--- src/spi_pkg.sv ---
// constants for the serial port status and data unit
package spi_pkg;
	localparam int ADDR_W = 12;
	// register byte offsets
	localparam logic [11:0] CTRL_OFFSET = 12'h000;
	localparam logic [11:0] STATUS_OFFSET = 12'h004;
	localparam logic [11:0] DATA_OFFSET = 12'h008;
	// control register fields
	localparam int CTRL_IE_BIT = 7;
	localparam int CTRL_EN_BIT = 6;
	localparam int CTRL_MASTER_BIT = 4;
	localparam int CTRL_CPOL_BIT = 3;
	localparam int CTRL_CPHA_BIT = 2;
	localparam int CTRL_RATE_HI = 1;
	localparam int CTRL_RATE_LO = 0;
	localparam logic [7:0] CTRL_WMASK = 8'hdf;
	// status register fields
	localparam int STAT_DONE_BIT = 7;
	localparam int STAT_COL_BIT = 6;
	localparam int STAT_DBL_BIT = 0;
	localparam logic [7:0] REG_RESET = 8'h00;
	// one byte is sixteen clock edges
	localparam logic [4:0] EDGES_PER_BYTE = 5'h10;
	// half serial clock periods in cpu clocks: divide by 4, 16, 64, 128
	localparam logic [6:0] HALF_DIV4 = 7'h02;
	localparam logic [6:0] HALF_DIV16 = 7'h08;
	localparam logic [6:0] HALF_DIV64 = 7'h20;
	localparam logic [6:0] HALF_DIV128 = 7'h40;
	localparam logic [1:0] RATE_DIV16 = 2'h1;
endpackage

--- src/spi_rate_if.sv ---
// carrier between the shift engine and the serial clock rate generator
interface spi_rate_if;
	logic run;
	logic [1:0] rate_sel;
	logic dbl;
	logic tick;
	modport gen (input run, input rate_sel, input dbl, output tick);
	modport user (output run, output rate_sel, output dbl, input tick);
endinterface

--- src/spi_rate_gen.sv ---
// serial clock half-period tick generator
module spi_rate_gen (
	input wire logic clock,
	input wire logic rst_n,
	input wire logic ce,
	spi_rate_if.gen rate
);
	logic [6:0] cnt_reg;
	logic [6:0] half;

	always_comb begin
		unique case (rate.rate_sel)
			2'h0: half = spi_pkg::HALF_DIV4;
			2'h1: half = spi_pkg::HALF_DIV16;
			2'h2: half = spi_pkg::HALF_DIV64;
			2'h3: half = spi_pkg::HALF_DIV128;
		endcase
		// double speed halves the period, least two cpu clocks per bit
		if (rate.dbl) begin
			half = half >> 1;
		end
	end

	assign rate.tick = rate.run && (cnt_reg == half - 7'h01);

	always_ff @(posedge clock or negedge rst_n) begin
		if (!rst_n) begin
			cnt_reg <= 7'h00;
		end else if (ce) begin
			if (!rate.run || rate.tick) begin
				cnt_reg <= 7'h00;
			end else begin
				cnt_reg <= cnt_reg + 7'h01;
			end
		end
	end
endmodule

--- src/spi_status_data_unit.sv ---
// serial peripheral port: apb registers, status flags and byte shift engine
//////////////////////////////////////////////////////////////////////////////
module spi_status_data_unit (
	input wire logic clock,
	input wire logic resetn,
	input wire logic ce,
	input wire logic psel,
	input wire logic penable,
	input wire logic pwrite,
	input wire logic [11:0] paddr,
	input wire logic [31:0] pwdata,
	output logic [31:0] prdata,
	output logic pready,
	output logic pslverr,
	input wire logic global_int_enable,
	input wire logic int_vector_taken,
	output logic int_request,
	input wire logic ss_is_input,
	input wire logic ss_n_in,
	input wire logic sck_in,
	output logic sck_out,
	output logic sck_oe,
	input wire logic mosi_in,
	output logic mosi_out,
	output logic mosi_oe,
	input wire logic miso_in,
	output logic miso_out,
	output logic miso_oe
);
	//////////////////////////////////////////////////////////////////////////
	// reset release
	logic [1:0] rst_sync_reg;
	logic rst_n;

	always_ff @(posedge clock or negedge resetn) begin
		if (!resetn) begin
			rst_sync_reg <= 2'h0;
		end else begin
			rst_sync_reg <= {rst_sync_reg[0], 1'b1};
		end
	end
	assign rst_n = rst_sync_reg[1];

	//////////////////////////////////////////////////////////////////////////
	// register state
	logic [7:0] ctrl_reg;
	logic done_reg;
	logic col_reg;
	logic dbl_reg;
	logic [7:0] rx_buf_reg;
	logic done_armed_reg;
	logic col_armed_reg;
	logic [7:0] shift_reg;
	logic [7:0] shift_next;
	logic [4:0] edge_cnt_reg;
	logic sample_bit_reg;
	logic sck_level_reg;
	logic sck_prev_reg;
	logic master_run_reg;

	logic port_en;
	logic is_master;
	logic cpol;
	logic cpha;
	logic access;
	logic wr;
	logic rd;
	logic sel_ctrl;
	logic sel_status;
	logic sel_data;
	logic data_access;
	logic busy;
	logic data_write;
	logic start;
	logic ss_fault;
	logic edge_ev;
	logic new_level;
	logic leading;
	logic sample_edge;
	logic serial_in;
	logic last_edge;
	logic byte_done;

	spi_rate_if rate ();

	spi_rate_gen u_rate (
		.clock(clock),
		.rst_n(rst_n),
		.ce(ce),
		.rate(rate)
	);

	assign port_en = ctrl_reg[spi_pkg::CTRL_EN_BIT];
	assign is_master = ctrl_reg[spi_pkg::CTRL_MASTER_BIT];
	assign cpol = ctrl_reg[spi_pkg::CTRL_CPOL_BIT];
	assign cpha = ctrl_reg[spi_pkg::CTRL_CPHA_BIT];

	//////////////////////////////////////////////////////////////////////////
	// apb decode; zero wait states, a frozen clock stretches the access
	assign access = psel && penable && ce;
	assign wr = access && pwrite;
	assign rd = access && !pwrite;
	assign sel_ctrl = paddr == spi_pkg::CTRL_OFFSET;
	assign sel_status = paddr == spi_pkg::STATUS_OFFSET;
	assign sel_data = paddr == spi_pkg::DATA_OFFSET;
	assign data_access = access && sel_data;
	assign pready = ce;
	assign pslverr = psel && penable && !(sel_ctrl || sel_status || sel_data);

	always_comb begin
		prdata = 32'h0000_0000;
		if (psel && !pwrite) begin
			if (sel_ctrl) begin
				prdata[7:0] = ctrl_reg;
			end else if (sel_status) begin
				// reserved bits stay zero
				prdata[spi_pkg::STAT_DONE_BIT] = done_reg;
				prdata[spi_pkg::STAT_COL_BIT] = col_reg;
				prdata[spi_pkg::STAT_DBL_BIT] = dbl_reg;
			end else if (sel_data) begin
				prdata[7:0] = rx_buf_reg;
			end
		end
	end

	//////////////////////////////////////////////////////////////////////////
	// transfer control
	assign busy = is_master ? master_run_reg : (edge_cnt_reg != 5'h00);
	assign data_write = wr && sel_data;
	// a write while busy is dropped and flagged instead
	assign start = data_write && !busy && port_en && is_master;
	assign ss_fault = port_en && is_master && ss_is_input && !ss_n_in;

	assign rate.run = master_run_reg;
	assign rate.rate_sel = ctrl_reg[spi_pkg::CTRL_RATE_HI:spi_pkg::CTRL_RATE_LO];
	assign rate.dbl = dbl_reg;

	// master edges come from the rate generator, slave edges from the pin;
	// the pin is sampled directly, so the external clock must stay slow
	always_comb begin
		if (is_master) begin
			edge_ev = master_run_reg && rate.tick;
			new_level = !sck_level_reg;
		end else begin
			edge_ev = port_en && !ss_n_in && (sck_in != sck_prev_reg);
			new_level = sck_in;
		end
	end

	// leading edge leaves the idle level; phase picks the sampling edge
	assign leading = new_level != cpol;
	assign sample_edge = leading ^ cpha;
	assign serial_in = is_master ? miso_in : mosi_in;
	assign last_edge = edge_cnt_reg == spi_pkg::EDGES_PER_BYTE - 5'h01;
	assign byte_done = edge_ev && last_edge;

	// sampled bit enters on the next shift edge, but a sample on the last edge enters at once, so the output bit stays stable
	always_comb begin
		shift_next = shift_reg;
		if (edge_ev) begin
			if (last_edge && sample_edge) begin
				shift_next = {shift_reg[6:0], serial_in};
			end else if (!sample_edge && !(cpha && edge_cnt_reg == 5'h00)) begin
				shift_next = {shift_reg[6:0], sample_bit_reg};
			end
		end
	end

	always_ff @(posedge clock or negedge rst_n) begin
		if (!rst_n) begin
			shift_reg <= spi_pkg::REG_RESET;
			sample_bit_reg <= 1'b0;
		end else if (ce) begin
			if (start || (data_write && !busy && !is_master)) begin
				shift_reg <= pwdata[7:0];
			end else begin
				shift_reg <= shift_next;
			end
			if (edge_ev && sample_edge) begin
				sample_bit_reg <= serial_in;
			end
		end
	end

	always_ff @(posedge clock or negedge rst_n) begin
		if (!rst_n) begin
			edge_cnt_reg <= 5'h00;
			master_run_reg <= 1'b0;
		end else if (ce) begin
			if (!port_en || ss_fault || (!is_master && ss_n_in)) begin
				edge_cnt_reg <= 5'h00;
				master_run_reg <= 1'b0;
			end else if (byte_done) begin
				edge_cnt_reg <= 5'h00;
				master_run_reg <= 1'b0;
			end else begin
				if (edge_ev) begin
					edge_cnt_reg <= edge_cnt_reg + 5'h01;
				end
				if (start) begin
					master_run_reg <= 1'b1;
				end
			end
		end
	end

	always_ff @(posedge clock or negedge rst_n) begin
		if (!rst_n) begin
			sck_level_reg <= 1'b0;
			sck_prev_reg <= 1'b0;
		end else if (ce) begin
			sck_prev_reg <= sck_in;
			if (!master_run_reg) begin
				sck_level_reg <= cpol;
			end else if (edge_ev) begin
				sck_level_reg <= new_level;
			end
		end
	end

	always_ff @(posedge clock or negedge rst_n) begin
		if (!rst_n) begin
			rx_buf_reg <= spi_pkg::REG_RESET;
		end else if (ce && byte_done) begin
			rx_buf_reg <= shift_next;
		end
	end

	//////////////////////////////////////////////////////////////////////////
	// control and double speed bits
	always_ff @(posedge clock or negedge rst_n) begin
		if (!rst_n) begin
			ctrl_reg <= spi_pkg::REG_RESET;
			dbl_reg <= 1'b0;
		end else if (ce) begin
			if (wr && sel_ctrl) begin
				ctrl_reg <= pwdata[7:0] & spi_pkg::CTRL_WMASK;
			end
			if (wr && sel_status) begin
				dbl_reg <= pwdata[spi_pkg::STAT_DBL_BIT];
			end
		end
	end

	//////////////////////////////////////////////////////////////////////////
	// status flags; a new event in the clearing cycle wins
	always_ff @(posedge clock or negedge rst_n) begin
		if (!rst_n) begin
			done_armed_reg <= 1'b0;
			col_armed_reg <= 1'b0;
		end else if (ce) begin
			if (rd && sel_status) begin
				done_armed_reg <= done_reg;
				col_armed_reg <= col_reg;
			end else if (data_access) begin
				done_armed_reg <= 1'b0;
				col_armed_reg <= 1'b0;
			end
		end
	end

	always_ff @(posedge clock or negedge rst_n) begin
		if (!rst_n) begin
			done_reg <= 1'b0;
		end else if (ce) begin
			if (byte_done || ss_fault) begin
				done_reg <= 1'b1;
			end else if (int_request && int_vector_taken) begin
				done_reg <= 1'b0;
			end else if (data_access && (done_armed_reg || col_armed_reg)) begin
				done_reg <= 1'b0;
			end
		end
	end

	always_ff @(posedge clock or negedge rst_n) begin
		if (!rst_n) begin
			col_reg <= 1'b0;
		end else if (ce) begin
			if (data_write && busy) begin
				col_reg <= 1'b1;
			end else if (data_access && col_armed_reg) begin
				col_reg <= 1'b0;
			end
		end
	end

	assign int_request = done_reg && ctrl_reg[spi_pkg::CTRL_IE_BIT]
		&& global_int_enable;

	//////////////////////////////////////////////////////////////////////////
	// pins
	assign sck_out = sck_level_reg;
	assign sck_oe = port_en && is_master;
	assign mosi_out = shift_reg[7];
	assign mosi_oe = port_en && is_master;
	assign miso_out = shift_reg[7];
	assign miso_oe = port_en && !is_master && !ss_n_in;
endmodule

--- config.mk ---
export PLATFORM = sky130hd
export DESIGN_NAME = spi_status_data_unit
export DESIGN_NICKNAME = d
export VERILOG_FILES = /design/src/spi_pkg.sv /design/src/spi_rate_if.sv /design/src/spi_rate_gen.sv /design/src/spi_status_data_unit.sv
export SDC_FILE = /design/constraint.sdc
export NUM_CORES = 1
export LEC_CHECK = 0
export ABC_AREA = 1
export BUFFER_PORTS_ARGS = -buffer_cell sky130_fd_sc_hd__buf_2
export CELL_PAD_IN_SITES_DETAIL_PLACEMENT = 0
export CELL_PAD_IN_SITES_GLOBAL_PLACEMENT = 1
export CORE_ASPECT_RATIO = 0.6
export CORE_MARGIN = 2
export CORE_UTILIZATION = 36
export DETAILED_ROUTE_END_ITERATION = 12
export PLACE_DENSITY = 0.77
export SYNTH_ARGS = -nofsm -noshare
export SYNTH_HDL_FRONTEND = slang
export SYNTH_SLANG_ARGS = --single-unit
--- constraint.sdc ---
create_clock -name clock -period 2 [get_ports clock]
set_input_delay 0.2 -clock clock [delete_from_list [all_inputs] [get_ports clock]]
set_output_delay 0.2 -clock clock [all_outputs]
set_load 0.005 [all_outputs]
* Yosys cells after proc, flatten, opt, wreduce, memory -nomap -nowiden
Index checks and enable logic that the tools add are counted.
** Storage, ports and cells
- Bits in registers :: 46
- Input bits :: 57
- Output and inout port bits :: 41
- Word-level logic and storage cells :: 135
** Operators by class
- Add/subtract/negate cells :: 3
- Equal/unequal tests :: 10
- Mux-type cells :: 33
- Bitwise gates (word level) :: 1
- Reductions and logical operators :: 73
** Operators by type and width (count)
- $mux W8 :: 7
- $logic_and A1 B1 Y1 :: 37
- $pmux W7 S4 :: 1
- $mux W5 :: 4
- $mux W1 :: 18
- $reduce_and A2 Y1 :: 9
- $mux W7 :: 2
- $eq A12 B3 Y1 const B :: 1
- $eq A12 B4 Y1 const B :: 1
- $logic_not A12 Y1 :: 1
- $logic_not A1 Y1 :: 10
- $reduce_bool A3 Y1 :: 3
- $logic_or A1 B1 Y1 :: 8
- $add A7 B1 Y7 const B :: 1
- $eq A7 B7 Y1 :: 1
- $sub A7 B1 Y7 const B :: 1
- $add A5 B1 Y5 const B :: 1
- $eq A5 B4 Y1 const B :: 1
- $logic_not A5 Y1 :: 1
- $reduce_bool A5 Y1 :: 1
- $eq A2 B2 Y1 const B :: 2
- $reduce_bool A2 Y1 :: 2
- $eq A2 B1 Y1 const B :: 1
- $logic_not A2 Y1 :: 1
- 4 further kinds :: 5

* Longest topological paths before layout
- Depth after elaboration :: 12
- Mapped depth :: 15
- Depth with buffers taken out :: 14

* Cells and area by module
Synthesis repeated with hierarchy kept, for this count alone.
** Second synthesis, totals
- Cell total of the unflattened synthesis :: 439
- Area total of the unflattened synthesis :: 3163.0 um^2
** Modules (own cells, without submodules)
- spi_status_data_unit :: instances 1, cells an instance 375, area each 2675.1 um^2, seq. area each 975.9 um^2
- spi_rate_gen :: instances 1, cells an instance 64, area each 488.0 um^2, seq. area each 175.2 um^2

* Worst setup path after synthesis
OpenSTA, ideal clock, no wires.
- Path kind :: flip-flop to flip-flop
- Start :: reg edge_cnt_reg[0]
- End :: reg shift_reg[4]
- Library setup time :: 0.116 ns
- Arrival time :: 1.536 ns
- Required time :: 1.884 ns
- Setup slack :: 0.348 ns
- Stages on the path, launching flop included :: 13
- Path buffers :: 0
- Clock period less this slack :: 1.652 ns
- Cells stage by stage :: dfrtp_1 > ha_1 > nand2_1 > nor2_1 > nand2_1 > nor2_2 > inv_2 > nand2_1 > nand2_1 > nand2_2 > nand3_1 > nand2_1 > nand2_1
** Between the ends
- Word-level cells in the longest chain between the ends :: 8
- Elaborated cells between the ends (all ways) :: 18
- Those cells by class :: eq/ne: 1; mux: 5; reduce/logical: 12
** RTL lines
- from (decl) :: RTL line spi_status_data_unit.sv:55 : logic [4:0] edge_cnt_reg;
- from (signal assigned) :: RTL line spi_status_data_unit.sv:198 : edge_cnt_reg <= edge_cnt_reg + 5'h01;
- $logic_not A5 Y1 / $reduce_bool A5 Y1 (equally long branches) :: RTL line spi_status_data_unit.sv:163, spi_status_data_unit.sv:128
- $logic_and A1 B1 Y1 / $mux W1 (equally long branches) :: RTL line spi_status_data_unit.sv:163, spi_status_data_unit.sv:128
- $logic_not A1 Y1, on equally long branches :: RTL line spi_status_data_unit.sv:163, spi_status_data_unit.sv:131, spi_status_data_unit.sv:174
- $logic_and A1 B1 Y1, on equally long branches :: RTL line spi_status_data_unit.sv:163, spi_status_data_unit.sv:131, spi_status_data_unit.sv:174
- $mux W8 / $logic_and A1 B1 Y1 (equally long branches) :: RTL line spi_status_data_unit.sv:163, spi_status_data_unit.sv:131
- $mux W8 / $logic_and A1 B1 Y1 (equally long branches) :: RTL line spi_status_data_unit.sv:161, spi_status_data_unit.sv:131
- $mux W8 / $logic_or A1 B1 Y1 (equally long branches) :: RTL line spi_status_data_unit.sv:160, spi_status_data_unit.sv:174
- $mux W8 * :: RTL line spi_status_data_unit.sv:174 : if (start || (data_write && !busy && !is_master)) begin
- to (signal assigned) :: RTL line spi_status_data_unit.sv:171 : shift_reg <= spi_pkg::REG_RESET;
- to (signal assigned) :: RTL line spi_status_data_unit.sv:175 : shift_reg <= pwdata[7:0];
- to (signal assigned) :: RTL line spi_status_data_unit.sv:177 : shift_reg <= shift_next;
- to (decl) :: RTL line spi_status_data_unit.sv:53 : logic [7:0] shift_reg;
Mark *: on every way between the ends. The rest lies on a longest branch, timed or not.
A chain may end at the register's enable or synchronous reset.

* Final worst setup path
- Start :: reg edge_cnt_reg[0]
- End :: reg shift_reg[1]
The elaborated chain is that of the path after synthesis.

==> reports/metrics.yaml <==
floorplan:
  start_util_pct: 36.9
  ios: 98
  core_area_mm2: 0.00912
  dieArea_mm2: 0.0102
  die_h_um: 78.9
  die_x_um: 129
  rows: 27
logic_synthesis:
  avgSynthCellArea_um2: 6.82
  yosysUniqueCellTypes: 40
  synth_async_sr_flop_share_pct: 100
  synth-seq-area-share_pct: 34.2
  netlist_area_mm2: 0.00337
  syn_inst: 494
  synth-edff-count: 0
  yosys_register_bits: 46
  yosysWarnings: 0
  synthFlopType: "dfrtp_1"
timing:
  setup-tns-final_ns: 0
  setup_viol: 0
  slew_viol_final: 0
  timing.fmax_mhz: 545
  period_share_pct: 91.7
  setup_ws_ns: 0.166
  hold_ws_ns: 0.173
  tightest_slew_ns: 0.697
  finalCriticalPeriod_ns: 1.83
  worst_clock_skew_ns: 0.00654
  grt_setup_unrepaired: "true"
  hold_viol_final: 0
  slew_headroom_pct: 53.6
global_routing:
  grt_pass1_wl_um: 14300
  globalRouteTotalUtil_pct: 18.0
  grt_pass1_vias: 2919
  grt_max_degree: 29
  antenna_found_initial: 0
  gr-total-overflow: 0
routing:
  drtIter0Drc: 199
  vias_per_cell: 4.71
  antenna_left: 0
  vias: 3159
  finalWirelength_um: 8680
  dr.pass1.iters: 5
  wl_per_cell_um: 12.9
  drc_errors: 0
critical_path:
  crit_path_max_fanout: 6
  ff2ff_path_depth: 13
  max_stage_delay_ns: 0.41
  start_kind: "flop"
  r2r_slack_ns: 0.17
  path_class: "flop to flop"
  r2r_start: "edge_cnt_reg[0]$_DFFE_PN0P_"
  slowest_stage: "dfrtp_1"
  arrival_ns: 2.02
  cp.required_ns: 2.19
  cp-end-kind: "flop"
  crit_chain: "inv_1 > ha_1 > nand3_1 > a21oi_2 > buf_4 > inv_1 > nor2_4 > buf_4 > nand3_1 > nand2_1 > inv_1 > nand2_1 > nand2_1"
  r2r_end: "shift_reg[1]$_DFFE_PN0P_"
power_and_ir_drop:
  ir_drop_mv: 0.360
  powerDensity_mw_per_mm2: 544
  pwr-share-comb_pct: 8.3
  power_frac_seq_pct: 45.7
  p_sw_share_pct: 24.6
  p_clk_share_pct: 46.0
  p_leak_nw: 2.14
  net-switching-power_uw: 520
  internal_power_mw: 1.59
  finalPower_mw: 2.11
clock_tree:
  cts-buffers-inserted: 5
  clock_path_buffers: 2
  cts_setup_buffers: 0
  cts-root-buf: "clkbuf_16"
  cts_tree: "built"
  clock-sinks: 46
  htreeDepth: 2
  path_clk_slew_ns: 0.07
  clock_latency_ns: 0.29
final_layout:
  drive_gt1_share_pct: 22.0
  fill_cells: 950
  area_growth_pct: 15.3
  multi_input_area_mm2: 0.00183
  finish.net_count: 614
  ff_latch_area_mm2: 0.00115
  n_antenna_cell: 0
  fin_cells: 671
job:
  cap_viol_max_count: 0
min_path:
  min_to: "ctrl_reg[6]$_DFFE_PN0P_"
  hold_start: "pwdata[6]"
  hold_path_class: "input pin to flop"
  min_path_cells: 3
place:
  io_buffer_count: 49
  dp_hpwl_um: 6990
  dp_slack_ns: 0.162
  gp_congestion: 0.823
  place_inst: 662
status:
  status: "finished clean"
per-stage QoR:
step / util (%) / cell area, um2
4_1_cts: 42.5 / 3870
3_5_place_dp: 40.5 / 3700
6_report: 42.6 / 3880
3_3_place_gp: 40.5 / 3700
2_1_floorplan: - / 3460
5_1_grt: 42.6 / 3880
cell usage in the layout, fill, tap and decap left out, types with 13 or more instances in the layout:
cell type / netlist / routed
buf_2: 4 / 49
inv_1: 46 / 46
buf_4: 28 / 18
conb_1: 2 / 25
nor2_1: 26 / 26
nand3_1: 46 / 46
nand2_2: 12 / 13
dfrtp_1: 46 / 43
nand2_1: 187 / 186
o21ai_0: 15 / 14
worst max path at each step:
| stage | start | endpoint | slack, ns | cells past startpoint |
|---|---|---|---|---|
| floorplan | edge_cnt_reg[0]$_DFFE_PN0P_ | shift_reg[4]$_DFFE_PN0P_ | 0.35 | 12 |
| detailed placement | edge_cnt_reg[0]$_DFFE_PN0P_ | shift_reg[5]$_DFFE_PN0P_ | 0.16 | 11 |
| finish | edge_cnt_reg[0]$_DFFE_PN0P_ | shift_reg[1]$_DFFE_PN0P_ | 0.17 | 13 |
| global placement | edge_cnt_reg[0]$_DFFE_PN0P_ | shift_reg[5]$_DFFE_PN0P_ | 0.20 | 11 |
| global route | edge_cnt_reg[0]$_DFFE_PN0P_ | shift_reg[6]$_DFFE_PN0P_ | -0.002 | 12 |
| CTS | edge_cnt_reg[0]$_DFFE_PN0P_ | shift_reg[5]$_DFFE_PN0P_ | 0.13 | 11 |
per-layer routing:
layer  global-route usage (%)  vias up  wire [um]
met5                        0        -          0
met4                     3.80        0         57
met1                     27.3     1457       4650
met2                     26.0       76       3550
li1                         -     1621          -
met3                     4.04        5        425
worst max-delay path: cells and delay by family (launching register included):
kind	cells	cell delay, ns
adders and majority gates	1	0.18
and+or+nand+nor	6	0.50
AOI/OAI and AO/OA	1	0.14
buffers and inverters	5	0.49
DFF	1	0.41
cell usage after synthesis, types with 3 or more instances:
cell type	instances	area, um2
nor2_1	26	97.6
inv_1	46	173
o21ai_1	8	40.0
buf_2	4	20.0
nor3_1	3	15.0
dfrtp_1	46	1150
buf_4	28	210
xor2_1	5	43.8
a21oi_1	12	60.1
nand2_1	187	702
inv_2	7	26.3
nand4_1	5	31.3
ha_1	3	37.5
o21ai_0	15	75.1
nor2_2	4	25.0
o21ai_2	7	61.3
nand3_1	46	230
nand2_2	12	75.1
cell families after synthesis:
kind of cell             Yosys count  synth area share (%)
AO/OA/AOI/OAI                     45                  7.84
buffers and inverters             91                  14.4
multiplexers                       1                 0.297
adder cells (fa/ha/maj)            3                  1.11
AND/OR/NAND/NOR                  300                  40.4
other                              2                 0.223
flip-flops                        46                  34.2
XOR/XNOR                           6                  1.56
what timing repair did:
action	in CTS	in global routing
gates resized for setup	0	6
endpoints found under the setup margin	0	11
hold buffers	1	0
endpoints found under the hold margin	2	0
area by class of cell:
| class | instances | share of cell area (%) |
|---|---|---|
| Clock buffer | 5 | 3.22 |
| Tap cell | 116 | 3.74 |
| Timing Repair Buffer | 68 | 10.1 |
| Inverter | 53 | 5.19 |
| Sequential cell | 46 | 29.7 |
| Clock inverter | 3 | 1.03 |
| Multi-Input combinational cell | 380 | 47.0 |
power by group through the flow:
stage               Combinational, mW  Sequential (mW)  Clock [mW]
global placement                0.168            0.982           0
detailed placement              0.173            0.983           0
floorplan                       0.130            0.980           0
finish                          0.175            0.965       0.972
global route                    0.198            0.969        1.03
CTS                             0.175            0.966       0.994
Note: power is estimated with default switching activity, not from simulation.
